$ cat config.mk
export PLATFORM = sky130hd
export DESIGN_NAME = cip_dev_flat
export DESIGN_NICKNAME = d
export VERILOG_FILES = /design/src/hw/cip_pkg.sv /design/src/hw/cip_link_if.sv /design/src/hw/cip_dev.sv /design/src/flat_wrapper.sv
export VERILOG_INCLUDE_DIRS = /design/src /design/src/hw
export SDC_FILE = /design/constraint.sdc
export NUM_CORES = 1
export LEC_CHECK = 0
export BUFFER_PORTS_ARGS = -buffer_cell sky130_fd_sc_hd__buf_4
export CAP_MARGIN = 5
export CORE_ASPECT_RATIO = 1.2
export CORE_MARGIN = 2
export CORE_UTILIZATION = 59
export CTS_BUF_LIST = sky130_fd_sc_hd__clkbuf_16
export DETAILED_ROUTE_END_ITERATION = 16
export PLACE_DENSITY = 0.77
export SLEW_MARGIN = 15
export SYNTH_ARGS = -nofsm -noshare
export SYNTH_HDL_FRONTEND = slang
export SYNTH_SLANG_ARGS = --single-unit
export TNS_END_PERCENT = 100
$ cat constraint.sdc
create_clock -name clk -period 10.4 [get_ports clk]
set_input_delay 1.56 -clock clk [delete_from_list [all_inputs] [get_ports clk]]
set_output_delay 1.56 -clock clk [all_outputs]
set_load 0.02 [all_outputs]
$ cat src/hw/cip_defs.svh
`ifndef CIP_DEFS_SVH
`define CIP_DEFS_SVH

// ----------------------------------------
// Port addresses
// ----------------------------------------
`define CIP_MASTER_CMD   12'h020
`define CIP_MASTER_DATA  12'h021
`define CIP_SLAVE_CMD    12'h0A0
`define CIP_SLAVE_DATA   12'h0A1
`define CIP_MASTER_TRIG  12'h4D0
`define CIP_SLAVE_TRIG   12'h4D1

// ----------------------------------------
// Command word field positions
// ----------------------------------------
`define CIP_W1_FLAG      4
`define CIP_W3_FLAG      3
`define CIP_W2_ROT       7
`define CIP_W2_SEL       6
`define CIP_W2_EOI       5
`define CIP_W4_AUTO      1
`define CIP_W4_SFNM      4
`define CIP_W3_SMM_EN    6
`define CIP_W3_SMM       5
`define CIP_W3_RD_EN     1
`define CIP_W3_RD_IS     0

// ----------------------------------------
// Reset and fixed values
// ----------------------------------------
`define CIP_LOW_RST      3'h7
`define CIP_DEFAULT_LVL  3'h7
`define CIP_CASC_INPUT   3'h2
`define CIP_CASC_CODE    3'h2
`define CIP_ZERO8        8'h00

// ----------------------------------------
// Start-up and end-of-service programming values
// ----------------------------------------
`define CIP_V_INIT1      8'h11
`define CIP_V_M_BASE     8'h08
`define CIP_V_M_CASC     8'h04
`define CIP_V_S_BASE     8'h70
`define CIP_V_S_ID       8'h02
`define CIP_V_INIT4      8'h01
`define CIP_V_INIT4_AUTO 8'h03
`define CIP_V_SFNM       8'h10
`define CIP_V_EOI        8'h20
`define CIP_V_RD_IS      8'h0B

`endif

$ cat src/hw/cip_pkg.sv
package cip_pkg;

  // Acknowledge sequencer, one bit changes per step except the return from TWO to IDLE
  typedef enum logic [1:0] {
    CIP_ACK_IDLE = 2'h0,
    CIP_ACK_ONE  = 2'h1,
    CIP_ACK_TWO  = 2'h3
  } cip_ack_type;

  // Host program operations
  typedef enum logic [1:0] {
    CIP_OP_END = 2'h0,
    CIP_OP_WR  = 2'h1,
    CIP_OP_RD  = 2'h3
  } cip_kind_type;

  typedef struct packed {
    cip_kind_type kind;
    logic [11:0]  addr;
    logic [7:0]   data;
  } cip_op_type;

  // Highest-priority set bit given the lowest level; {found, level}
  function automatic logic [3:0] cip_highest(input logic [7:0] v,
                                             input logic [2:0] low);
    logic [2:0] l;
    logic [3:0] r;
    r = 4'h0;
    for (int k = 7; k >= 0; k--)
    begin
      l = 3'(low + 3'h1 + 3'(k));
      if (v[l])
        r = {1'b1, l};
    end
    return r;
  endfunction : cip_highest

endpackage : cip_pkg

$ cat src/hw/cip_link_if.sv
`timescale 1ns/1ps

interface cip_link_if;
  logic        io_wr;
  logic        io_rd;
  logic [11:0] io_addr;
  logic [7:0]  io_wdata;
  logic [7:0]  io_rdata;
  logic        int_req;
  logic        ack_pulse;
  logic        ack_valid;
  logic [7:0]  ack_vector;

  modport dev  (input io_wr, io_rd, io_addr, io_wdata, ack_pulse,
                output io_rdata, int_req, ack_valid, ack_vector);
  modport host (output io_wr, io_rd, io_addr, io_wdata, ack_pulse,
                input io_rdata, int_req, ack_valid, ack_vector);
endinterface : cip_link_if

$ cat src/hw/cip_dev.sv
`timescale 1ns/1ps
`include "cip_defs.svh"

// ----------------------------------------
// One eight-level controller
// ----------------------------------------
module cip_unit #(
  parameter bit IS_MASTER = 1'b0
) (
  input  wire logic       clk,
  input  wire logic       nrst,
  input  wire logic       cmd_wr,
  input  wire logic       data_wr,
  input  wire logic       trig_wr,
  input  wire logic [7:0] wdata,
  input  wire logic [7:0] irq,
  input  wire logic       ack1,
  input  wire logic       ack2,
  output logic            int_out,
  output logic [7:0]      vector,
  output logic            cas_hit,
  output logic [2:0]      slave_id,
  output logic [7:0]      status,
  output logic [7:0]      mask,
  output logic [7:0]      trig
);
  logic [7:0] irr_q, isr_q, mask_q, trig_q, prev_q, casc_q;
  logic [4:0] base_q;
  logic [2:0] low_q, win_q;
  logic [1:0] step_q;
  logic       auto_q, sfnm_q, smm_q, rd_is_q, rot_auto_q;
  logic       w1, w2, w3, done_w4;
  logic [3:0] hr, hs, he;
  logic [2:0] rank_r, rank_s, tgt;
  logic [7:0] req, level_sel, ack_set, eoi_clr;
  logic       eoi_now, eoi_spec, rot_now;

  // Command decode
  assign w1 = cmd_wr && wdata[`CIP_W1_FLAG];
  assign w2 = cmd_wr && !wdata[`CIP_W1_FLAG] && !wdata[`CIP_W3_FLAG];
  assign w3 = cmd_wr && !wdata[`CIP_W1_FLAG] && wdata[`CIP_W3_FLAG];

  // Init sequencer: step 1..3 expects words two..four
  always_ff @(posedge clk or negedge nrst)
  begin
    if (!nrst)
      step_q <= 2'h0;
    else if (w1)
      step_q <= 2'h1;
    else if (data_wr && step_q != 2'h0)
      step_q <= 2'(step_q + 2'h1);
  end

  assign done_w4 = data_wr && step_q == 2'h3;

  // Configuration held from init words
  always_ff @(posedge clk or negedge nrst)
  begin
    if (!nrst)
    begin
      base_q <= 5'h00;
      casc_q <= 8'h00;
      auto_q <= 1'b0;
      sfnm_q <= 1'b0;
    end
    else
    begin
      if (data_wr && step_q == 2'h1)
        base_q <= wdata[7:3];
      if (data_wr && step_q == 2'h2)
        casc_q <= wdata;
      if (done_w4)
      begin
        auto_q <= wdata[`CIP_W4_AUTO];
        sfnm_q <= wdata[`CIP_W4_SFNM];
      end
    end
  end

  // Mask, special masking, read select, trigger select
  always_ff @(posedge clk or negedge nrst)
  begin
    if (!nrst)
    begin
      mask_q  <= 8'h00;
      smm_q   <= 1'b0;
      rd_is_q <= 1'b0;
      trig_q  <= 8'h00;
    end
    else
    begin
      if (w1)
      begin
        mask_q  <= 8'h00;
        smm_q   <= 1'b0;
        rd_is_q <= 1'b0;
      end
      else if (data_wr && step_q == 2'h0)
        mask_q <= wdata;
      if (w3 && wdata[`CIP_W3_SMM_EN])
        smm_q <= wdata[`CIP_W3_SMM];
      if (w3 && wdata[`CIP_W3_RD_EN])
        rd_is_q <= wdata[`CIP_W3_RD_IS];
      if (trig_wr)
        trig_q <= wdata;
    end
  end

  // Priority resolution; the cascade input follows the slave level
  assign level_sel = IS_MASTER ? (trig_q | 8'h04) : trig_q;
  assign req       = irr_q & ~mask_q;
  assign hr        = cip_pkg::cip_highest(req, low_q);
  assign hs        = cip_pkg::cip_highest(smm_q ? 8'h00 : isr_q, low_q);
  assign rank_r    = 3'(hr[2:0] - low_q - 3'h1);
  assign rank_s    = 3'(hs[2:0] - low_q - 3'h1);
  assign int_out   = hr[3] && (!hs[3] || rank_r < rank_s
                     || (IS_MASTER && sfnm_q
                         && hr[2:0] == `CIP_CASC_INPUT
                         && hs[2:0] == `CIP_CASC_INPUT));
  assign cas_hit   = IS_MASTER && int_out && casc_q[hr[2:0]];
  assign ack_set   = (ack1 && int_out) ? (8'h01 << hr[2:0]) : 8'h00;

  // End of service: command or automatic after second pulse
  assign eoi_now  = (w2 && wdata[`CIP_W2_EOI]) || (ack2 && auto_q);
  assign eoi_spec = w2 && wdata[`CIP_W2_SEL];
  assign he       = cip_pkg::cip_highest(isr_q & ~(smm_q ? mask_q : 8'h00),
                                         low_q);
  assign tgt      = eoi_spec ? wdata[2:0] : he[2:0];
  assign eoi_clr  = (eoi_now && !(eoi_spec && wdata[`CIP_W2_ROT])
                     && (eoi_spec || he[3])) ? (8'h01 << tgt) : 8'h00;
  assign rot_now  = eoi_now && !eoi_spec && he[3]
                    && (w2 ? wdata[`CIP_W2_ROT] : rot_auto_q);

  // Service bits; a set in the same cycle as a clear wins
  always_ff @(posedge clk or negedge nrst)
  begin
    if (!nrst)
      isr_q <= 8'h00;
    else if (w1)
      isr_q <= 8'h00;
    else
      isr_q <= (isr_q & ~eoi_clr) | ack_set;
  end

  // Rotation state
  always_ff @(posedge clk or negedge nrst)
  begin
    if (!nrst)
    begin
      low_q      <= `CIP_LOW_RST;
      rot_auto_q <= 1'b0;
    end
    else if (w1)
      low_q <= `CIP_LOW_RST;
    else
    begin
      if (rot_now)
        low_q <= he[2:0];
      if (w2 && !wdata[`CIP_W2_SEL] && !wdata[`CIP_W2_EOI])
        rot_auto_q <= wdata[`CIP_W2_ROT];
    end
  end

  // Request latch: edge bits arm on a rise, level bits follow input
  always_ff @(posedge clk or negedge nrst)
  begin
    if (!nrst)
    begin
      irr_q  <= 8'h00;
      prev_q <= 8'hFF;
    end
    else if (w1)
    begin
      irr_q  <= 8'h00;
      prev_q <= 8'hFF;  // A held-high input needs a fresh rise
    end
    else
    begin
      prev_q <= irq;
      irr_q  <= (level_sel & irq)
                | (~level_sel & ((irr_q & ~ack_set) | (irq & ~prev_q)));
    end
  end

  // Winning level, level 7 when nothing remains
  always_ff @(posedge clk or negedge nrst)
  begin
    if (!nrst)
      win_q <= `CIP_DEFAULT_LVL;
    else if (ack1)
      win_q <= int_out ? hr[2:0] : `CIP_DEFAULT_LVL;
  end

  assign vector   = {base_q, win_q};
  assign slave_id = casc_q[2:0];
  assign status   = rd_is_q ? isr_q : irr_q;
  assign mask     = mask_q;
  assign trig     = trig_q;
endmodule : cip_unit

// ----------------------------------------
// Cascaded pair, device end of the link
// ----------------------------------------
module cip_dev (
  input  wire logic       clk,
  input  wire logic       nrst,
  cip_link_if.dev         link,
  input  wire logic [7:0] irq_low,
  input  wire logic [7:0] irq_high
);
  cip_pkg::cip_ack_type st_q;
  logic [7:0] m_vec, s_vec, m_stat, s_stat, m_mask, s_mask, m_trig, s_trig;
  logic [7:0] rdata_q, vec_q;
  logic [2:0] cas_q, s_id;
  logic       m_int, s_int, m_hit, cas_v_q, s_sel_q, valid_q;
  logic       m_ack1, s_ack1;

  // Acknowledge sequencer: one host pulse becomes two internal pulses
  always_ff @(posedge clk or negedge nrst)
  begin
    if (!nrst)
      st_q <= cip_pkg::CIP_ACK_IDLE;
    else
      unique case (st_q)
        cip_pkg::CIP_ACK_IDLE:
          if (link.ack_pulse)
            st_q <= cip_pkg::CIP_ACK_ONE;
        cip_pkg::CIP_ACK_ONE: st_q <= cip_pkg::CIP_ACK_TWO;
        cip_pkg::CIP_ACK_TWO: st_q <= cip_pkg::CIP_ACK_IDLE;
        default:              st_q <= cip_pkg::CIP_ACK_IDLE;
      endcase
  end

  assign m_ack1 = link.ack_pulse && st_q == cip_pkg::CIP_ACK_IDLE;
  assign s_ack1 = st_q == cip_pkg::CIP_ACK_ONE && cas_v_q && cas_q == s_id;

  // Cascade bus and vector source
  always_ff @(posedge clk or negedge nrst)
  begin
    if (!nrst)
    begin
      cas_q   <= 3'h0;
      cas_v_q <= 1'b0;
      s_sel_q <= 1'b0;
      vec_q   <= 8'h00;
      valid_q <= 1'b0;
    end
    else
    begin
      if (m_ack1)
      begin
        cas_q   <= m_hit ? `CIP_CASC_CODE : 3'h0;
        cas_v_q <= m_hit;
      end
      if (st_q == cip_pkg::CIP_ACK_ONE)
        s_sel_q <= s_ack1;
      valid_q <= st_q == cip_pkg::CIP_ACK_TWO;
      if (st_q == cip_pkg::CIP_ACK_TWO)
        vec_q <= s_sel_q ? s_vec : m_vec;
    end
  end

  // Register read port; unmapped addresses read zero
  always_ff @(posedge clk or negedge nrst)
  begin
    if (!nrst)
      rdata_q <= 8'h00;
    else if (link.io_rd)
      unique case (link.io_addr)
        `CIP_MASTER_CMD:  rdata_q <= m_stat;
        `CIP_MASTER_DATA: rdata_q <= m_mask;
        `CIP_SLAVE_CMD:   rdata_q <= s_stat;
        `CIP_SLAVE_DATA:  rdata_q <= s_mask;
        `CIP_MASTER_TRIG: rdata_q <= m_trig;
        `CIP_SLAVE_TRIG:  rdata_q <= s_trig;
        default:          rdata_q <= `CIP_ZERO8;
      endcase
  end

  assign link.io_rdata   = rdata_q;
  assign link.int_req    = m_int;
  assign link.ack_valid  = valid_q;
  assign link.ack_vector = vec_q;

  cip_unit #(.IS_MASTER(1'b1)) u_master (
    .clk      (clk),
    .nrst     (nrst),
    .cmd_wr   (link.io_wr && link.io_addr == `CIP_MASTER_CMD),
    .data_wr  (link.io_wr && link.io_addr == `CIP_MASTER_DATA),
    .trig_wr  (link.io_wr && link.io_addr == `CIP_MASTER_TRIG),
    .wdata    (link.io_wdata),
    .irq      ({irq_low[7:3], s_int, irq_low[1:0]}),
    .ack1     (m_ack1),
    .ack2     (st_q == cip_pkg::CIP_ACK_TWO),
    .int_out  (m_int),
    .vector   (m_vec),
    .cas_hit  (m_hit),
    .slave_id (),
    .status   (m_stat),
    .mask     (m_mask),
    .trig     (m_trig)
  );

  cip_unit #(.IS_MASTER(1'b0)) u_slave (
    .clk      (clk),
    .nrst     (nrst),
    .cmd_wr   (link.io_wr && link.io_addr == `CIP_SLAVE_CMD),
    .data_wr  (link.io_wr && link.io_addr == `CIP_SLAVE_DATA),
    .trig_wr  (link.io_wr && link.io_addr == `CIP_SLAVE_TRIG),
    .wdata    (link.io_wdata),
    .irq      (irq_high),
    .ack1     (s_ack1),
    .ack2     (st_q == cip_pkg::CIP_ACK_TWO && s_sel_q),
    .int_out  (s_int),
    .vector   (s_vec),
    .cas_hit  (),
    .slave_id (s_id),
    .status   (s_stat),
    .mask     (s_mask),
    .trig     (s_trig)
  );
endmodule : cip_dev

$ cat src/flat_wrapper.sv
// flat-port wrapper written by rule: the top's interface ports become plain ports
module cip_dev_flat 
  (clk, nrst, irq_low, irq_high, link_io_wr, link_io_rd, link_io_addr, link_io_wdata, link_ack_pulse, link_io_rdata, link_int_req, link_ack_valid, link_ack_vector);
  cip_link_if link_i ();
  input  wire logic clk;
  input  wire logic nrst;
  input  wire logic [7:0] irq_low;
  input  wire logic [7:0] irq_high;
  input wire logic [$bits(link_i.io_wr)-1:0] link_io_wr;
  input wire logic [$bits(link_i.io_rd)-1:0] link_io_rd;
  input wire logic [$bits(link_i.io_addr)-1:0] link_io_addr;
  input wire logic [$bits(link_i.io_wdata)-1:0] link_io_wdata;
  input wire logic [$bits(link_i.ack_pulse)-1:0] link_ack_pulse;
  output wire logic [$bits(link_i.io_rdata)-1:0] link_io_rdata;
  output wire logic [$bits(link_i.int_req)-1:0] link_int_req;
  output wire logic [$bits(link_i.ack_valid)-1:0] link_ack_valid;
  output wire logic [$bits(link_i.ack_vector)-1:0] link_ack_vector;
  assign link_i.io_wr = link_io_wr;
  assign link_i.io_rd = link_io_rd;
  assign link_i.io_addr = link_io_addr;
  assign link_i.io_wdata = link_io_wdata;
  assign link_i.ack_pulse = link_ack_pulse;
  assign link_io_rdata = link_i.io_rdata;
  assign link_int_req = link_i.int_req;
  assign link_ack_valid = link_i.ack_valid;
  assign link_ack_vector = link_i.ack_vector;
  cip_dev u_core (.clk(clk), .nrst(nrst), .link(link_i), .irq_low(irq_low), .irq_high(irq_high));
endmodule
# Yosys cells after proc, flatten, opt, wreduce, memory -nomap -nowiden

Cells that the tools add are included.

Bits in registers: 150
Word-level logic and storage cells: 423
Output and inout port bits: 18

Order comparisons: 19
Muxes and demuxes: 191
Equality and inequality tests: 18
Bitwise logic cells: 34
Reduce and logical (&&, ||, !) cells: 95
Shifts and indexed selects: 4
$add $sub $neg: 26

Operators by type and width:

| operator             | count |
|---|---|
| $mux 4               | 48 |
| $mux 8               | 21 |
| $bmux 1 s3           | 49 |
| $and 8x8->8          | 14 |
| $not 8->8            | 12 |
| $lt 3x4->1 const B   | 17 |
| $logic_and 1x1->1    | 61 |
| $mux 1               | 57 |
| $or 8x8->8           | 6 |
| $pmux 8 s6           | 1 |
| $shl 1x3->8 const A  | 4 |
| $add 3x3->3 const B  | 8 |
| $eq 12x11->1 const B | 2 |
| $eq 12x6->1 const B  | 2 |
| $eq 12x8->1 const B  | 2 |
| $mux 3               | 8 |
| $reduce_bool 2->1    | 12 |
| $add 3x1->3 const B  | 4 |
| $add 3x2->3 const B  | 4 |
| $mux 2               | 6 |
| $sub 3x1->3 const B  | 4 |
| $sub 3x3->3          | 4 |
| $eq 2x2->1 const B   | 5 |
| $logic_not 1->1      | 10 |
| 11 further kinds     | 26 |

# Depth between registers and ports, before layout

Word-level depth: 26
Gate-level depth with buffers: 30

# Hierarchy

Synthesis repeated with hierarchy kept, for this count alone.

Cell total of the unflattened synthesis: 1473
Area, all modules: 13427.9 um^2

Modules (own cells, without submodules):

| module                      | cells each | times used | area each (um^2) |
|---|---|---|---|
| cip_unit at u_core.u_master | 692        | 1          | 6316.1 |
| cip_unit at u_core.u_slave  | 652        | 1          | 5756.8 |
| cip_dev                     | 129        | 1          | 1355.0 |

# Least setup slack after synthesis

Ideal clock, no wire load.

Path kind: reg2out
Start: register u_core.u_master.low_q[0]
End: output port link_int_req
Buffers on the path: 5
Cell stages (with the launch flop): 24
Data required time: 8.840 ns
Setup slack: 3.862 ns
Arrival time: 4.978 ns
Cells stage by stage: dfstp_2 buf_6 buf_12 inv_4 buf_2 ha_1 buf_4 inv_1 mux4_2 mux2_2 o21ai_0 nand2_1 mux2i_4 nor2_2 buf_4 ha_1 fa_1 xnor2_1 xnor2_1 ha_1 a21oi_1 o21ai_0 o41a_1 inv_1

Cells in the longest elaborated chain, start to end: 18

Ends and longest elaborated chain:

| item                           | RTL line                       | RTL |
|---|---|---|
| from (decl)                    | cip_dev.sv:29                  | `logic [2:0] low_q, win_q;` |
| from (signal assigned)         | cip_dev.sv:150                 | `` low_q <= `CIP_LOW_RST; `` |
| from (signal assigned)         | cip_dev.sv:154                 | `` low_q <= `CIP_LOW_RST; `` |
| from (signal assigned)         | cip_dev.sv:158                 | `low_q <= he[2:0];` |
| $add 3x1->3                    | cip_pkg.sv:31                  | `l = 3'(low + 3'h1 + 3'(k));` |
| $add 3x3->3                    | cip_pkg.sv:31                  |  |
| $bmux 1 s3                     | cip_pkg.sv:32                  | `if (v[l])` |
| $mux 1 (not written as such)   | cip_pkg.sv:32                  |  |
| $mux 4 (8 in series)           | cip_pkg.sv:32                  |  |
| $sub 3x3->3 (on tied branches) | cip_dev.sv:114, cip_dev.sv:115 |  |
| $sub 3x1->3 (on tied branches) | cip_dev.sv:114, cip_dev.sv:115 |  |
| $lt 3x3->1                     | cip_dev.sv:116                 | `assign int_out = hr[3] && (!hs[3] \|\| rank_r < rank_s` |
| $logic_or 1x1->1 (2 in series) | cip_dev.sv:116                 |  |
| $logic_and 1x1->1 (*)          | cip_dev.sv:116                 |  |
| to (decl)                      | flat_wrapper.sv:15             | `output wire logic [$bits(link_i.int_req)-1:0] link_int_req;` |

Every way passes the cells marked *; elsewhere a longest branch is shown, timed or not. The select of a mux whose other input is x is not followed.

# Worst setup path in the final report

Same ends and word-level chain as after synthesis.

==> results.yml <==
synthesis:
  synthAdderAreaFrac: 0.0259
  synthSimpleGateAreaFrac: 0.191
  synth_top_family_by_area: "compound AO/OA/AOI/OAI gates"
  async_flop_share: 1.00
  ys_types: 109
  ys_ff_latch: 146
  synth_edf_count: 0
  yosys.area.top_type_share: 0.233
  syn_area_per_cell_um2: 8.57
  yosysWarnings: 0
  synth_fp_nets: 1553
  yosys-top-cells-area: "dfrtp_1, mux2i_1, dfstp_2"
  synth.largest_area_cell: "dfrtp_1"
  ys_seq_area_frac: 0.289
  synth-compound-area-share: 0.261
  ys.flop_type: "dfrtp_1"
  synthCells: 1488
  syn_area_um2: 12800
  muxShareOfSynthArea: 0.158
  synth_xor_area_frac: 0.0212
cts:
  cts_sinks: 146
  hold_buffers: 0
  clock_latency_ns: 0.43
  cts_buffer_depth: 2
  cts_buffers: 17
  post_cts_resized: 0
  cts_tree: "built"
  root_buffer: "clkbuf_16"
  postCtsSetupRepairBufs: 0
  path_clk_slew_ns: 0.07
  cts-htree-levels: 4
sta:
  clock.fmax_mhz: 119
  period_minus_slack_ns: 8.38
  finalHoldViolations: 0
  tightest_slew_ns: 1.06
  fin_setup_tns_ns: 0
  drv_slew: 0
  finalSetupViolCount: 0
  holdWs_ns: 0.486
  finClkSkew_ns: 0.0130
  max-slew-margin-rel: 0.290
  grt_setup_unrepaired: "no"
  fin_crit_sh: 0.806
die:
  fp.dieW_um: 138
  rows: 58
  dieHeight_um: 165
  start_util: 0.604
  coreArea_um2: 21100
  die_area_um2: 22800
  io_pins: 59
global_routing:
  grt_max_degree: 81
  grt_pass1_vias: 11800
  grt_pass1_wl_um: 64700
  gr-usage-all-layers: 0.358
  grt_overflow_total: 0
  antenna_found_initial: 0
finish:
  diodes: 0
  fin_nets: 1555
  mostFrequentLayoutCells: "nand2_1, o21ai_0, dfrtp_1"
  fin_area_um2: 13800
  synthToLayoutAreaGrowth_pct: 7.90
  drive_gt1_frac: 0.170
  nFillCells: 1785
  post-route-util: 0.652
  final_common_cell: "nand2_1"
  stdcell_count: 1773
route:
  ant_nets: 0
  vias: 12500
  wl_um: 40400
  drt-wirelength-per-cell_um: 22.8
  viasPerCell: 7.05
  drtIter0Drc: 1076
  drc_errors: 0
  dr.pass1.iters: 7
power:
  power.clock.fraction: 0.330
  switchingPower_w: 0.000639
  vdd_drop_max_v: 0.000118
  combinationalPowerShare: 0.300
  seq_power_share: 0.370
  pwr_density_cell_nw_per_um2: 131
  power_leakage_nw: 5.63
  swShare: 0.353
  intPower_w: 0.00117
worst_setup_path:
  cp_max_fo: 50
  cp-start-kind: "flip-flop"
  crit_family: "buffers and inverters"
  critPathMaxStageDelay_ns: 0.64
  worstPathArrival_ns: 6.82
  crit_type: "flip-flop to primary output"
  setup.worst_path.end_class: "primary output"
  cpMostUsedCell: "buf_4"
  crit_slowest_cell: "dfstp_2"
  required_ns: 8.84
  cp.buffers_inverters: 5
  path_cells: "buf_4 > inv_4 > ha_2 > buf_4 > mux4_2 > mux2i_1 > a21o_1 > nand2_1 > mux2i_4 > nor2_2 > ha_1 > fa_1 > ha_1 > a21o_1 > a21oi_1 > o21ai_0 > o41a_1 > inv_1 > buf_4"
placement:
  place_area_um2: 13200
  gp_congestion: 0.975
  dp_hpwl_um: 29400
  numPortBuffers: 57
  dp_cells: 1741
run:
  drv_cap: 0
run_status:
  status: "finished clean"
worst_hold_path:
  min_path_type: "flip-flop to flip-flop"
[routing by layer]
| metal | wire length (µm) | global-route usage | up-vias |
|---|---|---|---|
| li1 | - | - | 5569 |
| met1 | 15500 | 0.452 | 6014 |
| met2 | 19300 | 0.598 | 728 |
| met3 | 3120 | 0.0441 | 186 |
| met4 | 2490 | 0.208 | 0 |
| met5 | 0 | 0 | - |
[logic make-up after synthesis]
family / Yosys count
adders and majority gates: 24
and+or+nand+nor: 497
AOI/OAI and AO/OA: 500
muxes: 156
DFF: 146
buffers and inverters: 146
xor gates and xnor gates: 19
[power by group through the flow]
stage / Clock (W) / Sequential [W] / Combinational, W
detailed placement: 0 / 0.000676 / 0.000534
floorplan: 0 / 0.000682 / 0.000348
global route: 0.000629 / 0.000673 / 0.000592
global placement: 0 / 0.000675 / 0.000524
CTS: 0.000600 / 0.000667 / 0.000537
finish: 0.000598 / 0.000669 / 0.000542
[flip-flops by register name, indices dropped and copies added, names as in the netlist, 3 cells and up]
signal                  cells
u_core.link.ack_vector      8
u_core.link.io_rdata        8
u_core.u_master.base_q      5
u_core.u_master.casc_q      8
u_core.u_master.irr_q       8
u_core.u_master.isr_q       8
u_core.u_master.low_q       3
u_core.u_master.mask        8
u_core.u_master.prev_q      7
u_core.u_master.trig        8
u_core.u_master.win_q       3
u_core.u_slave.base_q       5
u_core.u_slave.casc_q       3
u_core.u_slave.irr_q        8
u_core.u_slave.isr_q        8
u_core.u_slave.low_q        3
u_core.u_slave.mask         8
u_core.u_slave.prev_q       8
u_core.u_slave.trig         8
u_core.u_slave.win_q        3
[final timing paths]
check	startpoint	end	slack (ns)	cells past startpoint
hold / removal	u_core.u_master.base_q[2]	u_core.u_master.base_q[2]	0.49	2
min in group asynchronous	nrst	u_core.u_master.base_q[4]	1.18	1
hold reg to reg	u_core.u_master.base_q[2]	u_core.u_master.base_q[2]	0.49	2
setup / recovery	u_core.u_master.low_q[0]	link_int_req	2.02	19
max in group asynchronous	nrst	u_core.u_slave.mask[0]	7.86	2
setup reg to reg	u_core.u_slave.low_q[0]	u_core.u_slave.irr_q[1]	2.56	24
[Yosys cell counts, types with 5 or more instances]
library cell and n:
xnor2_1 10, o311ai_1 7, nand2b_1 53, inv_1 53, a22o_1 6, buf_6 6
o21a_1 7, buf_4 9, o21ai_0 130, or3_1 5, o22ai_1 10, o31ai_1 23
buf_1 8, buf_2 20, a211oi_1 34, a21o_1 16, mux4_2 30, nor2_1 101
and2_1 6, a21oi_1 107, and3_1 10, ha_1 20, dfrtp_1 119, o21ai_1 8
nand3_1 42, nor3_1 40, mux2i_1 79, o221ai_1 10, a22oi_1 21, mux2_2 40
nor2b_1 29, nand3b_1 6, nand2_1 161, o211ai_1 13, a21oi_2 5, dfstp_2 27
clkbuf_1 45, o31a_1 5, nor4_1 10, a31oi_1 25
[worst min-delay path, delay by kind of cell (launching register included)]
kind | cells | cell delay [ns]
and+or+nand+nor | 1 | 0.05
AOI/OAI and AO/OA | 1 | 0.06
DFF | 1 | 0.35
[cell type report]
cell class / instances / area [µm²] / area share
Multi-Input combinational cell: 1196 / 8400 / 0.610
Timing Repair Buffer: 73 / 552 / 0.0401
Clock inverter: 15 / 150 / 0.0109
Clock buffer: 17 / 425 / 0.0309
Inverter: 56 / 213 / 0.0155
Tap cell: 270 / 338 / 0.0245
Sequential cell: 146 / 3690 / 0.268
[metrics by stage]
| step | worst slack, ns | power (W) |
|---|---|---|
| after global placement | 2.59 | 0.00120 |
| final | 2.02 | 0.00181 |
| after CTS | 2.05 | 0.00180 |
| after detailed placement | 2.50 | 0.00121 |
| after floorplan | 3.86 | 0.00103 |
| after global routing | 1.61 | 0.00189 |
(Power assumes the default switching activity.)
